==> config.mk <==
export PLATFORM = sky130hd
export DESIGN_NAME = tlr_top
export DESIGN_NICKNAME = d
export VERILOG_FILES = /design/src/rtl/tlr_pkg.sv /design/src/rtl/tlr_top.sv /design/src/rtl/tlr_sync.sv /design/src/rtl/tlr_chan.sv
export SDC_FILE = /design/constraint.sdc
export NUM_CORES = 1
export LEC_CHECK = 0
export BUFFER_PORTS_ARGS = -buffer_cell sky130_fd_sc_hd__buf_2
export CAP_MARGIN = 20
export CORE_MARGIN = 3
export CORE_UTILIZATION = 60
export DETAILED_ROUTE_END_ITERATION = 10
export PLACE_DENSITY = 0.95
export SYNTH_ARGS = -nofsm -noshare
export SYNTH_HDL_FRONTEND = slang
export SYNTH_SLANG_ARGS = --single-unit
==> constraint.sdc <==
create_clock -name clk -period 17.5 [get_ports clk]
set_clock_uncertainty 0.2 [all_clocks]
set_input_delay 2.625 -clock clk [delete_from_list [all_inputs] [get_ports clk]]
set_output_delay 2.625 -clock clk [all_outputs]
set_load 0.01 [all_outputs]
==> src/rtl/tlr_pkg.sv <==
/*
 * constants and types shared by the timer latch and read-back logic.
 * assumes an 8-bit i/o port bus and three 16-bit counting elements.
 */
`default_nettype none
package tlr_pkg;
    localparam int NUM_CNT = 3;
    // i/o port offsets
    localparam logic [7:0] ADDR_CNT0 = 8'h40;
    localparam logic [7:0] ADDR_CNT1 = 8'h41;
    localparam logic [7:0] ADDR_CNT2 = 8'h42;
    localparam logic [7:0] ADDR_CMD = 8'h43;
    // command word fields
    localparam int CW_SEL_LO = 6;
    localparam int CW_RW_LO = 4;
    localparam int CW_MODE_LO = 1;
    localparam int CW_BCD = 0;
    localparam int RB_NO_COUNT = 5;
    localparam int RB_NO_STATUS = 4;
    localparam int RB_SEL_LO = 1;
    localparam logic [1:0] SEL_READBACK = 2'h3;
    localparam logic [1:0] RW_LATCH = 2'h0;
    localparam logic [1:0] RW_LSB = 2'h1;
    localparam logic [1:0] RW_MSB = 2'h2;
    localparam logic [1:0] RW_BOTH = 2'h3;
    // status byte fields
    localparam int ST_OUT = 7;
    localparam int ST_NULL = 6;
    // reset and fixed values
    localparam logic [7:0] RST_STATUS = 8'h00;
    localparam logic [2:0] RST_MODE = 3'h0;
    localparam logic [1:0] RST_RW = 2'h0;
    localparam logic [15:0] RST_COUNT = 16'h0000;
    localparam logic [7:0] RD_UNMAPPED = 8'hFF;
    localparam logic [7:0] BYTE_ZERO = 8'h00;

    typedef enum logic [0:0] {
        SEQ_LOW = 1'b0,
        SEQ_HIGH = 1'b1
    } tlr_seq_type;
endpackage : tlr_pkg
`default_nettype wire

==> src/rtl/tlr_top.sv <==
/*
 * timer command decode, per-counter setup, count writes and read-back
 * port for three counters on an 8-bit i/o port bus.
 * assumes io strobes are one-cycle pulses on clk and the counting core
 * runs on clk; counter out pins arrive asynchronously.
 */
`timescale 1ns/1ps
`default_nettype none
//Contract
// - command word with top bits 11 is a read-back command
// - read-back bit 5 zero latches count of selected counters
// - read-back bit 4 zero latches status of selected counters
// - bits 3,2,1 select counters 2,1,0; unselected are untouched
// - with status and count latched, reads return both in turn
// - captured status is returned by the next read of that counter's port
// - command with bits 5:4 00 latches counter chosen by bits 7:6
// - count latch captures present value; counter keeps running
// - latch while an unread latch is held is ignored
// - each counter keeps its own byte sequence
// - status bit 7 shows the out pin level at capture
// - status bit 6 set until written count reaches counting element
// - status bits 5:4 echo programmed read/write selection
// - status bits 3:1 echo programmed counting mode
// - status bit 0 shows binary or decimal countdown
// - status bit 7 is zero after reset
// - counters 0,1,2 read at ports 40h, 41h, 42h
// - access port also writes the 16-bit count in programmed order
module tlr_top (
    input wire logic clk,
    input wire logic rst,
    input wire logic ce,
    input wire logic [7:0] io_addr,
    input wire logic io_wr,
    input wire logic io_rd,
    input wire logic [7:0] io_wdata,
    output logic [7:0] io_rdata,
    output logic io_rvalid,
    input wire logic [tlr_pkg::NUM_CNT-1:0][15:0] elem_count,
    input wire logic [tlr_pkg::NUM_CNT-1:0] elem_loaded,
    input wire logic [tlr_pkg::NUM_CNT-1:0] out_pin,
    output logic [tlr_pkg::NUM_CNT-1:0][15:0] hold_value,
    output logic [tlr_pkg::NUM_CNT-1:0] hold_load,
    output logic [tlr_pkg::NUM_CNT-1:0][2:0] cnt_mode,
    output logic [tlr_pkg::NUM_CNT-1:0][1:0] cnt_rw,
    output logic [tlr_pkg::NUM_CNT-1:0] cnt_bcd
);
    import tlr_pkg::*;

    // one-hot counter port decode, used for both reads and writes
    function automatic logic [NUM_CNT-1:0] port_hit(input logic [7:0] addr);
        logic [NUM_CNT-1:0] hit;
        hit = '0;
        unique case (addr)
            ADDR_CNT0: hit = 3'h1;
            ADDR_CNT1: hit = 3'h2;
            ADDR_CNT2: hit = 3'h4;
            default: hit = 3'h0;
        endcase
        return hit;
    endfunction : port_hit

    logic cmd_wr;
    logic cmd_readback;
    logic cmd_latch;
    logic cmd_setup;
    logic [1:0] cmd_sel;
    logic [NUM_CNT-1:0] rd_hit;
    logic [NUM_CNT-1:0] wr_hit;
    logic [NUM_CNT-1:0] setup_hit;
    logic [NUM_CNT-1:0] latch_cnt;
    logic [NUM_CNT-1:0] latch_sts;
    logic [NUM_CNT-1:0] out_lvl;
    logic [NUM_CNT-1:0][7:0] sts_live;
    logic [NUM_CNT-1:0][7:0] rd_byte;

    logic [NUM_CNT-1:0][2:0] mode_q;
    logic [NUM_CNT-1:0][1:0] rw_q;
    logic [NUM_CNT-1:0] bcd_q;
    logic [NUM_CNT-1:0] null_q;
    tlr_seq_type [NUM_CNT-1:0] wseq_q;
    logic [NUM_CNT-1:0][7:0] lsb_hold_q;
    logic [NUM_CNT-1:0][15:0] hold_q;
    logic [NUM_CNT-1:0] load_q;
    logic [7:0] rdata_q;
    logic rvalid_q;

    // command word decode
    assign cmd_wr = ce && io_wr && (io_addr == ADDR_CMD);
    assign cmd_sel = io_wdata[CW_SEL_LO +: 2];
    assign cmd_readback = cmd_wr && (cmd_sel == SEL_READBACK);
    assign cmd_latch = cmd_wr && (cmd_sel != SEL_READBACK)
        && (io_wdata[CW_RW_LO +: 2] == RW_LATCH);
    assign cmd_setup = cmd_wr && (cmd_sel != SEL_READBACK)
        && (io_wdata[CW_RW_LO +: 2] != RW_LATCH);

    assign rd_hit = (ce && io_rd) ? port_hit(io_addr) : '0;
    assign wr_hit = (ce && io_wr) ? port_hit(io_addr) : '0;

    // pins are asynchronous to clk
    tlr_sync #(
        .WIDTH(NUM_CNT)
    ) u_out_sync (
        .clk(clk),
        .rst(rst),
        .ce(ce),
        .pin(out_pin),
        .level(out_lvl)
    );

    genvar gi;
    generate
        for (gi = 0; gi < NUM_CNT; gi++) begin : g_cnt
            assign setup_hit[gi] = cmd_setup && (cmd_sel == 2'(gi));
            assign latch_cnt[gi] = (cmd_readback && !io_wdata[RB_NO_COUNT]
                && io_wdata[RB_SEL_LO + gi])
                || (cmd_latch && (cmd_sel == 2'(gi)));
            assign latch_sts[gi] = cmd_readback && !io_wdata[RB_NO_STATUS]
                && io_wdata[RB_SEL_LO + gi];

            // status byte as it stands this cycle
            assign sts_live[gi][ST_OUT] = out_lvl[gi];
            assign sts_live[gi][ST_NULL] = null_q[gi];
            assign sts_live[gi][5:4] = rw_q[gi];
            assign sts_live[gi][3:1] = mode_q[gi];
            assign sts_live[gi][0] = bcd_q[gi];

            tlr_chan u_chan (
                .clk(clk),
                .rst(rst),
                .ce(ce),
                .cfg_wr(setup_hit[gi]),
                .latch_cnt(latch_cnt[gi]),
                .latch_sts(latch_sts[gi]),
                .rd(rd_hit[gi]),
                .rw(rw_q[gi]),
                .cnt_in(elem_count[gi]),
                .sts_in(sts_live[gi]),
                .rd_byte(rd_byte[gi])
            );
        end
    endgenerate

    // per-counter setup: mode, access order, countdown type
    always_ff @(posedge clk or posedge rst) begin
        if (rst) begin
            for (int i = 0; i < NUM_CNT; i++) begin
                mode_q[i] <= RST_MODE;
                rw_q[i] <= RST_RW;
                bcd_q[i] <= 1'b0;
            end
        end else if (ce) begin
            for (int i = 0; i < NUM_CNT; i++) begin
                if (setup_hit[i]) begin
                    mode_q[i] <= io_wdata[CW_MODE_LO +: 3];
                    rw_q[i] <= io_wdata[CW_RW_LO +: 2];
                    bcd_q[i] <= io_wdata[CW_BCD];
                end
            end
        end
    end

    // count writes through the access port in the programmed order
    always_ff @(posedge clk or posedge rst) begin
        if (rst) begin
            for (int i = 0; i < NUM_CNT; i++) begin
                wseq_q[i] <= SEQ_LOW;
                lsb_hold_q[i] <= BYTE_ZERO;
                hold_q[i] <= RST_COUNT;
                load_q[i] <= 1'b0;
            end
        end else if (ce) begin
            for (int i = 0; i < NUM_CNT; i++) begin
                load_q[i] <= 1'b0;
                if (setup_hit[i]) begin
                    wseq_q[i] <= SEQ_LOW;
                end else if (wr_hit[i]) begin
                    unique case (rw_q[i])
                        RW_LSB: begin
                            hold_q[i] <= {BYTE_ZERO, io_wdata};
                            load_q[i] <= 1'b1;
                        end
                        RW_MSB: begin
                            hold_q[i] <= {io_wdata, BYTE_ZERO};
                            load_q[i] <= 1'b1;
                        end
                        RW_BOTH: begin
                            if (wseq_q[i] == SEQ_LOW) begin
                                lsb_hold_q[i] <= io_wdata;
                                wseq_q[i] <= SEQ_HIGH;
                            end else begin
                                hold_q[i] <= {io_wdata, lsb_hold_q[i]};
                                load_q[i] <= 1'b1;
                                wseq_q[i] <= SEQ_LOW;
                            end
                        end
                        RW_LATCH: begin
                            // reset value only, never programmed: writes have no byte order
                            load_q[i] <= 1'b0;
                        end
                    endcase
                end
            end
        end
    end

    // pending transfer flag; a new write wins over a same-cycle transfer
    always_ff @(posedge clk or posedge rst) begin
        if (rst) begin
            null_q <= '0;
        end else if (ce) begin
            for (int i = 0; i < NUM_CNT; i++) begin
                if (setup_hit[i] || load_q[i]) begin
                    null_q[i] <= 1'b1;
                end else if (elem_loaded[i]) begin
                    null_q[i] <= 1'b0;
                end
            end
        end
    end

    // read data registered one cycle after the strobe
    always_ff @(posedge clk or posedge rst) begin
        if (rst) begin
            rdata_q <= RST_STATUS;
            rvalid_q <= 1'b0;
        end else if (ce) begin
            rvalid_q <= io_rd;
            if (io_rd) begin
                unique case (rd_hit)
                    3'h1: rdata_q <= rd_byte[0];
                    3'h2: rdata_q <= rd_byte[1];
                    3'h4: rdata_q <= rd_byte[2];
                    default: rdata_q <= RD_UNMAPPED;
                endcase
            end
        end
    end

    assign io_rdata = rdata_q;
    assign io_rvalid = rvalid_q;
    assign hold_value = hold_q;
    assign hold_load = load_q;
    assign cnt_mode = mode_q;
    assign cnt_rw = rw_q;
    assign cnt_bcd = bcd_q;
endmodule : tlr_top
`default_nettype wire

==> src/rtl/tlr_sync.sv <==
/*
 * three-stage synchroniser for pin inputs; output follows once the
 * second and third stages agree. assumes free-running clk.
 */
`timescale 1ns/1ps
`default_nettype none
module tlr_sync #(
    parameter int WIDTH = 3
) (
    input wire logic clk,
    input wire logic rst,
    input wire logic ce,
    input wire logic [WIDTH-1:0] pin,
    output logic [WIDTH-1:0] level
);
    import tlr_pkg::*;

    logic [WIDTH-1:0] s1_q;
    logic [WIDTH-1:0] s2_q;
    logic [WIDTH-1:0] s3_q;
    logic [WIDTH-1:0] level_q;

    always_ff @(posedge clk or posedge rst) begin
        if (rst) begin
            s1_q <= '0;
            s2_q <= '0;
            s3_q <= '0;
        end else if (ce) begin
            s1_q <= pin;
            s2_q <= s1_q;
            s3_q <= s2_q;
        end
    end

    // filters one-cycle disagreement between the late stages
    always_ff @(posedge clk or posedge rst) begin
        if (rst) begin
            level_q <= '0;
        end else if (ce) begin
            for (int i = 0; i < WIDTH; i++) begin
                if (s2_q[i] == s3_q[i]) begin
                    level_q[i] <= s3_q[i];
                end
            end
        end
    end

    assign level = level_q;
endmodule : tlr_sync
`default_nettype wire

==> src/rtl/tlr_chan.sv <==
/*
 * per-counter latch and read-back sequencer: count latch, status latch
 * and the byte order of reads. assumes one read strobe per bus cycle.
 */
`timescale 1ns/1ps
`default_nettype none
module tlr_chan (
    input wire logic clk,
    input wire logic rst,
    input wire logic ce,
    input wire logic cfg_wr,
    input wire logic latch_cnt,
    input wire logic latch_sts,
    input wire logic rd,
    input wire logic [1:0] rw,
    input wire logic [15:0] cnt_in,
    input wire logic [7:0] sts_in,
    output logic [7:0] rd_byte
);
    import tlr_pkg::*;

    logic sts_vld_q;
    logic [7:0] sts_q;
    logic cnt_vld_q;
    logic [15:0] cnt_q;
    tlr_seq_type seq_q;
    logic [15:0] src;

    // status first, then count; both kept until read or a setup write
    always_ff @(posedge clk or posedge rst) begin
        if (rst) begin
            sts_vld_q <= 1'b0;
            sts_q <= RST_STATUS;
        end else if (ce) begin
            if (cfg_wr || (rd && sts_vld_q)) begin
                sts_vld_q <= 1'b0;
            end
            if (latch_sts && !sts_vld_q) begin
                sts_vld_q <= 1'b1;
                sts_q <= sts_in;
            end
        end
    end

    always_ff @(posedge clk or posedge rst) begin
        if (rst) begin
            cnt_vld_q <= 1'b0;
            cnt_q <= RST_COUNT;
        end else if (ce) begin
            if (cfg_wr) begin
                cnt_vld_q <= 1'b0;
            end else if (rd && !sts_vld_q && (rw != RW_BOTH || seq_q == SEQ_HIGH)) begin
                cnt_vld_q <= 1'b0;
            end
            // a pending latch holds its first value
            if (latch_cnt && !cnt_vld_q) begin
                cnt_vld_q <= 1'b1;
                cnt_q <= cnt_in;
            end
        end
    end

    // own byte pointer, untouched by other counters
    always_ff @(posedge clk or posedge rst) begin
        if (rst) begin
            seq_q <= SEQ_LOW;
        end else if (ce) begin
            if (cfg_wr) begin
                seq_q <= SEQ_LOW;
            end else if (rd && !sts_vld_q && rw == RW_BOTH) begin
                seq_q <= (seq_q == SEQ_LOW) ? SEQ_HIGH : SEQ_LOW;
            end
        end
    end

    assign src = cnt_vld_q ? cnt_q : cnt_in;

    always_comb begin
        if (sts_vld_q) begin
            rd_byte = sts_q;
        end else if (rw == RW_MSB || (rw == RW_BOTH && seq_q == SEQ_HIGH)) begin
            rd_byte = src[15:8];
        end else begin
            rd_byte = src[7:0];
        end
    end
endmodule : tlr_chan
`default_nettype wire

==> impl_metrics.toml, run 1 <==
[routing]
via_per_inst = 6.13
drt-initial-drc-count = 814
firstDrtPassIters = 5
drt_wl_total_microns = 24300
drcViolationCount = 0
via_count = 7143
ant_nets = 0
routedWlPerCell_microns = 20.9

[synthesis]
ys_ff_latch = 201
synthFlopType = "dfrtp_1"
syn-instance-count = 829
syn_nets = 913
synth_area_per_cell_sq_um = 11.5
ys_types = 55
syn_area_sq_um = 9500
synth_edf_count = 0
seq_area_frac_synth_pct = 53.0
async_flop_share_pct = 100
yosys_warnings = 0

[clock_tree]
hold_buffers = 0
clock-sinks = 201
clock_path_buffers = 3
h-tree-depth = 1
tritoncts = "done"
cts_made_buffers = 21
cts_resized = 0
post_cts_buffers = 0
clk_latency_ps = 490
clk_pin_slew_ps = 60
root_buffer = "clkbuf_16"

[timing]
slew-limit-headroom_pct = 28.3
whs_ps = 274
rsz0062_at_grt = "no"
final-setup-viol-count = 0
clock.fmax_mhz = 197
finalSetupTns_ps = 0
worst_pin_slew_ps = 1060
fin_crit_sh_pct = 29.0
period_minus_slack_ps = 5070
report.final.slew_viol_count = 0
finalHoldViolations = 0

[layout]
final.fill_count = 1033
seq_area_sq_um = 5030
design_area_sq_um = 10900
multi_input_area_sq_um = 4030
drive_above_1_share_pct = 35.5
nets = 1021
areaGrowthSynthToFinish_pct = 14.8
instances_no_fill = 1165

[global_routing]
grtUsageMet2_pct = 43.6
grt_pass1_vias = 7129
grt_pass1_wl_microns = 38900
grt_antenna_before_repair = 3
use_met3_pct = 4.20
gr-usage-all-layers_pct = 27.9
busiest_layer = "met2"
grt_start_max_net_pins = 132
grt-ovfl-total = 0
grtUsageMet1_pct = 39.3

[worst_setup_path]
slowest_stage = "or4bb_1"
critPathArrivalTime_ps = 5240
path_max_fanout = 33
worst-setup-path-type = "primary input to flop"
critPathCapture = "g_cnt[2].u_chan.sts_q[6]"
required_ps = 17670
cp-startpoint = "ce"
reg2reg_from = "cnt_rw[2]"
slowest_delay_ps = 520
crit_path_start_kind = "primary input"
cp_cell_sequence = "buf_2 > or4bb_1 > or3_4 > nor3_2 > nand3b_1 > mux2_2"
reg2reg_depth = 6
rr_endpoint = "io_rdata[0]"
reg2reg_slack_ps = 14370
cp-end-kind = "flop"

[floorplanning]
fp.dieW_microns = 132
initial_core_util_pct = 61.8
dieArea_sq_um = 17400
core_sq_um = 15400
rows = 45
die_height_microns = 132
io_pins = 153

[pwr]
power.density_nw_per_um2 = 89.6
power_leakage_uw = 0.00549
power_uw = 977
vdd_drop_max_uv = 72.2

[placement]
placed_area_sq_um = 10200
hpwl_microns = 15900
io_buffer_count = 152
placed_cells = 1122
gp_congestion = 0.863

[hold_path]
hold_path_class = "flop to flop"

[outcome]
outcome = "completed"

[run]
drv_cap = 0
## sequential cells by signal (all words and copies together) (netlist names), 6 cells and up
signal,cells
cnt_rw,6
g_cnt.u_chan.sts_q,24
hold_value,48
g_cnt.u_chan.cnt_q,48
lsb_hold_q,24
io_rdata,8
cnt_mode,9
## power breakdown
part           switching [uW]  internal (uW)  total [uW]
Sequential               6.56            473         479
Combinational            35.5           21.6        57.2
Clock                     179            261         440
## layout make-up
type / count / share of cell area, %
Inverter: 21 / 0.792
Clock buffer: 33 / 5.79
Multi-Input combinational cell: 534 / 37.0
Tap cell: 211 / 2.42
Antenna cell: 3 / 0.0689
Sequential cell: 201 / 46.1
Timing Repair Buffer: 158 / 7.39
Clock inverter: 4 / 0.436
## worst max-delay path, delay by kind of cell
family                 cells  cell delay [ps]
buffers and inverters      1              460
muxes                      1              420
and+or+nand+nor            4             1730
## worst min path at each step
stage / start / to / cells past startpoint / slack [ps]
6_report: hold_value[19] / hold_value[19] / 2 / 270
5_1_grt: hold_value[19] / hold_value[19] / 2 / 300
2_1_floorplan: u_out_sync.s3_q[0] / u_out_sync.level[0] / 2 / 260
3_3_place_gp: hold_value[18] / hold_value[18] / 2 / 260
4_1_cts: hold_value[19] / hold_value[19] / 2 / 280
3_5_place_dp: hold_value[19] / hold_value[19] / 2 / 270
## cell usage in the layout (no fill, tap or decap), types with 10 or more instances in the layout
master,instances
buf_2,152
nor2_1,23
o21ai_0,62
a22oi_1,26
mux4_2,14
clkbuf_16,21
mux2i_1,18
a32oi_1,10
nand2_1,131
a21oi_1,20
inv_1,20
dfrtp_1,201
nand2b_1,10
mux2_2,109
nand3_1,19
## cells by family after synthesis
logic type / count (synthesis) / share of synthesized area, %
buffers and inverters: 94 / 4.60
flip-flops: 201 / 53.0
adder cells (fa/ha/maj): 9 / 1.19
AO/OA/AOI/OAI: 145 / 9.51
multiplexers: 152 / 19.8
XOR/XNOR: 3 / 0.277
AND/OR/NAND/NOR: 225 / 11.6
## synthesized netlist by cell type (2+ instances only)
cell type / n / area, sq um
nand4b_4: 2 / 47.6
o31ai_1: 2 / 15.0
clkbuf_1: 41 / 154
a21oi_1: 20 / 100
buf_2: 6 / 30.0
mux2_2: 109 / 1230
and2_1: 2 / 12.5
nor4_2: 2 / 25.0
nand3b_1: 4 / 30.0
dfrtp_1: 201 / 5030
nor3_1: 2 / 10.0
o2111ai_1: 2 / 17.5
a32oi_1: 10 / 87.6
buf_4: 18 / 135
nor4_1: 4 / 25.0
nor2_1: 23 / 86.3
a22oi_1: 26 / 195
xor2_1: 2 / 17.5
o21a_1: 2 / 15.0
nor3_2: 2 / 20.0
o21ai_0: 62 / 310
mux4_2: 14 / 315
nand2_1: 131 / 492
mux2_4: 9 / 135
nor2b_1: 8 / 50.1
o22ai_1: 8 / 50.1
mux2i_1: 18 / 180
buf_1: 6 / 22.5
ha_1: 9 / 113
nand3_1: 19 / 95.1
a311o_1: 5 / 50.1
nand2b_1: 10 / 62.6
or4b_1: 2 / 20.0
mux2_1: 2 / 22.5
or2_2: 5 / 31.3
a21o_1: 2 / 15.0
inv_1: 21 / 78.8
## layer usage
| metal | wire (microns) | share of wire [%] | vias up |
|---|---|---|---|
| met1 | 9920 | 41 | 3571 |
| li1 | - | - | 3132 |
| met3 | 1670 | 6.9 | 90 |
| met5 | 0 | 0 | - |
| met4 | 1140 | 4.7 | 0 |
| met2 | 11600 | 48 | 350 |
## per-stage QoR
stage	setup slack, ps	utilization (%)
6_report	12430	70.9
5_1_grt	12210	70.9
4_1_cts	12310	70.7
3_5_place_dp	11830	66.3
3_3_place_gp	11960	66.3
2_1_floorplan	9190	-
(Power assumes the default switching activity.)
==> inputs of run 2 (changes only) <==
Settings changed: ABC_AREA from default to 1, CORE_UTILIZATION 60 to 57, PLACE_DENSITY 0.95 to 0.92.
Clock period 17.5 ns to 5.2 ns, I/O delays scaled along.
==> run 2 against run 1 <==
  * Power grew to 3.4 times the previous value
  * First-iteration DRC count is 16% higher
  * Setup slack got worse by 10000 ps
  * Design area increased by 3.0%
  * Final cell count rose by 37%
  * Critical endpoint is now io_rdata[3]
  * Highest routed layer unchanged
==> impl_metrics.toml, run 2 <==
[pwr]
power.density_nw_per_um2 = 292
p_comb_share_pct = 5.5
switchingPower_uw = 729
power_uw = 3270
power_leakage_uw = 0.00603
clockPowerShare_pct = 46.0
sequentialPowerShare_pct = 48.6
p_sw_share_pct = 22.2
vdd_drop_max_uv = 207
internal_power_uw = 2550

[routing]
firstDrtPassIters = 5
via_per_inst = 5.56
ant_nets = 0
drt-initial-drc-count = 944
drt_wl_total_microns = 26300
routedWlPerCell_microns = 16.5
via_count = 8886
drcViolationCount = 0

[synthesis]
synth_edf_count = 0
ys_top_cells_by_area = "dfrtp_1, nand2_1, o21ai_0"
ys_ff_latch = 201
syn_area_sq_um = 9820
syn_nets = 1341
synth_area_per_cell_sq_um = 7.81
synthTopCellsByCount = "nand2_1, dfrtp_1, nor2_1"
synth.most_common_cell = "nand2_1"
netlist.area_leader.share_pct = 51.2
yosys_warnings = 0
async_flop_share_pct = 100
seq_area_frac_synth_pct = 51.2
ys_types = 36
yosysTopAreaCell = "dfrtp_1"
syn-instance-count = 1257
synthFlopType = "dfrtp_1"

[worst_setup_path]
cp_top_family = "compound AO/OA/AOI/OAI gates"
cp_cell_sequence = "ha_1 > a21oi_1 > o21ai_0 > nand2_1 > nand2_1 > nand2_1 > nor2_1 > nor2_1"
required_ps = 5420
critPathArrivalTime_ps = 3010
reg2reg_from = "cnt_rw[1]"
path_max_fanout = 16
slowest_delay_ps = 890
cp-end-kind = "flop"
worst-setup-path-type = "flop to flop"
crit_path_start_kind = "flop"
cp-startpoint = "cnt_rw[1]"
crit_top_cell = "nand2_1"
slowest_stage = "a21oi_1"
cp_num_buf_inv = 0

[clock_tree]
cts_made_buffers = 21
clk_pin_slew_ps = 60
clock-sinks = 201
h-tree-depth = 1
hold_buffers = 0
clk_latency_ps = 490
cts_resized = 0
post_cts_buffers = 0
clock_path_buffers = 3
root_buffer = "clkbuf_16"
tritoncts = "done"

[layout]
final.fill_count = 1278
seq_area_sq_um = 5030
multi_input_area_sq_um = 4020
mostFrequentLayoutCells = "nand2_1, dfrtp_1, buf_2"
utilization_pct = 67.2
drive_above_1_share_pct = 15.3
areaGrowthSynthToFinish_pct = 14.3
nets = 1446
layout_commonest_cell = "nand2_1"

[timing]
fin_crit_sh_pct = 53.7
report.final.slew_viol_count = 0
finalHoldViolations = 0
worst_slack_ps = 2410
finalSetupTns_ps = 0
whs_ps = 215
worst_pin_slew_ps = 1060
final-setup-viol-count = 0
period_minus_slack_ps = 2790
rsz0062_at_grt = "no"
slew-limit-headroom_pct = 29.3
clock.fmax_mhz = 358

[floorplanning]
dieArea_sq_um = 18800
core_sq_um = 16700
io_pins = 153
rows = 47
initial_core_util_pct = 58.8
fp.dieW_microns = 137
die_height_microns = 137

[placement]
post-place-ws_ps = 1940
hpwl_microns = 17600
io_buffer_count = 152
gp_congestion = 0.921

[global_routing]
grt_start_max_net_pins = 168
grt_pass1_vias = 8284
grt-ovfl-total = 0
grt_antenna_before_repair = 3
gr-usage-all-layers_pct = 28.1
grt_pass1_wl_microns = 42400

[outcome]
outcome = "completed"

[run]
drv_cap = 0

[hold_path]
hold_path_class = "primary input to asynchronous set/reset pin"
[run 2: final cells by class]
| class | count | share of cell area, % |
|---|---|---|
| clock buffer | 32 | 5.50 |
| clock inverter | 5 | 0.669 |
| multi-input combinational | 882 | 35.8 |
| inverter | 96 | 3.24 |
| timing repair buffer | 160 | 7.46 |
| tap | 220 | 2.45 |
| antenna | 3 | 0.0669 |
| sequential | 201 | 44.8 |
[run 2: power by group through the flow]
stage | Clock, uW | Combinational [uW] | Sequential, uW
final | 1510 | 178 | 1590
after global routing | 1580 | 200 | 1590
after CTS | 1510 | 177 | 1590
after detailed placement | 0 | 176 | 1620
after global placement | 0 | 171 | 1620
after floorplan | 0 | 98.0 | 1620
[run 2: kinds of logic after synthesis]
family                   after synthesis  synth area share, %
AND/OR/NAND/NOR                      655                 27.2
AO/OA/AOI/OAI                        213                 12.1
flip-flops                           201                 51.2
buffers and inverters                174                 7.89
adder cells (fa/ha/maj)                9                 1.15
XOR/XNOR                               5                0.446
[run 2: routing by layer]
layer | part of all wire (%) | global-route usage [%] | vias to the layer above
li1 | - | - | 4229
met1 | 41 | 39.0 | 4145
met2 | 47 | 45.0 | 431
met3 | 8.6 | 4.09 | 81
met4 | 3.7 | 11.3 | 0
met5 | 0 | 0 | -
[run 2: metrics by stage]
step                area, sq um  instances
global placement          10500       1555
finish                    11200       1599
CTS                       11200       1593
floorplan                  9830       1257
global route              11200       1599
detailed placement        10500       1556
[run 2: worst reg2reg max path, stage by stage, from the launching register on]
cell	delay, ps
dfrtp_1	450
ha_1	410
a21oi_1	890
o21ai_0	310
nand2_1	130
nand2_1	110
nand2_1	100
nor2_1	50
nor2_1	80
[run 2: worst paths after layout]
check | cells past startpoint | slack, ps | endpoint
setup / recovery | 8 | 2410 | io_rdata[3]
hold / removal | 2 | 210 | hold_value[46]
setup reg to reg | 8 | 2410 | io_rdata[3]
hold reg to reg | 2 | 270 | g_cnt[2].u_chan.cnt_q[8]
max in group asynchronous | 3 | 3270 | g_cnt[2].u_chan.cnt_q[15]
min in group clk | 2 | 270 | g_cnt[2].u_chan.cnt_q[8]
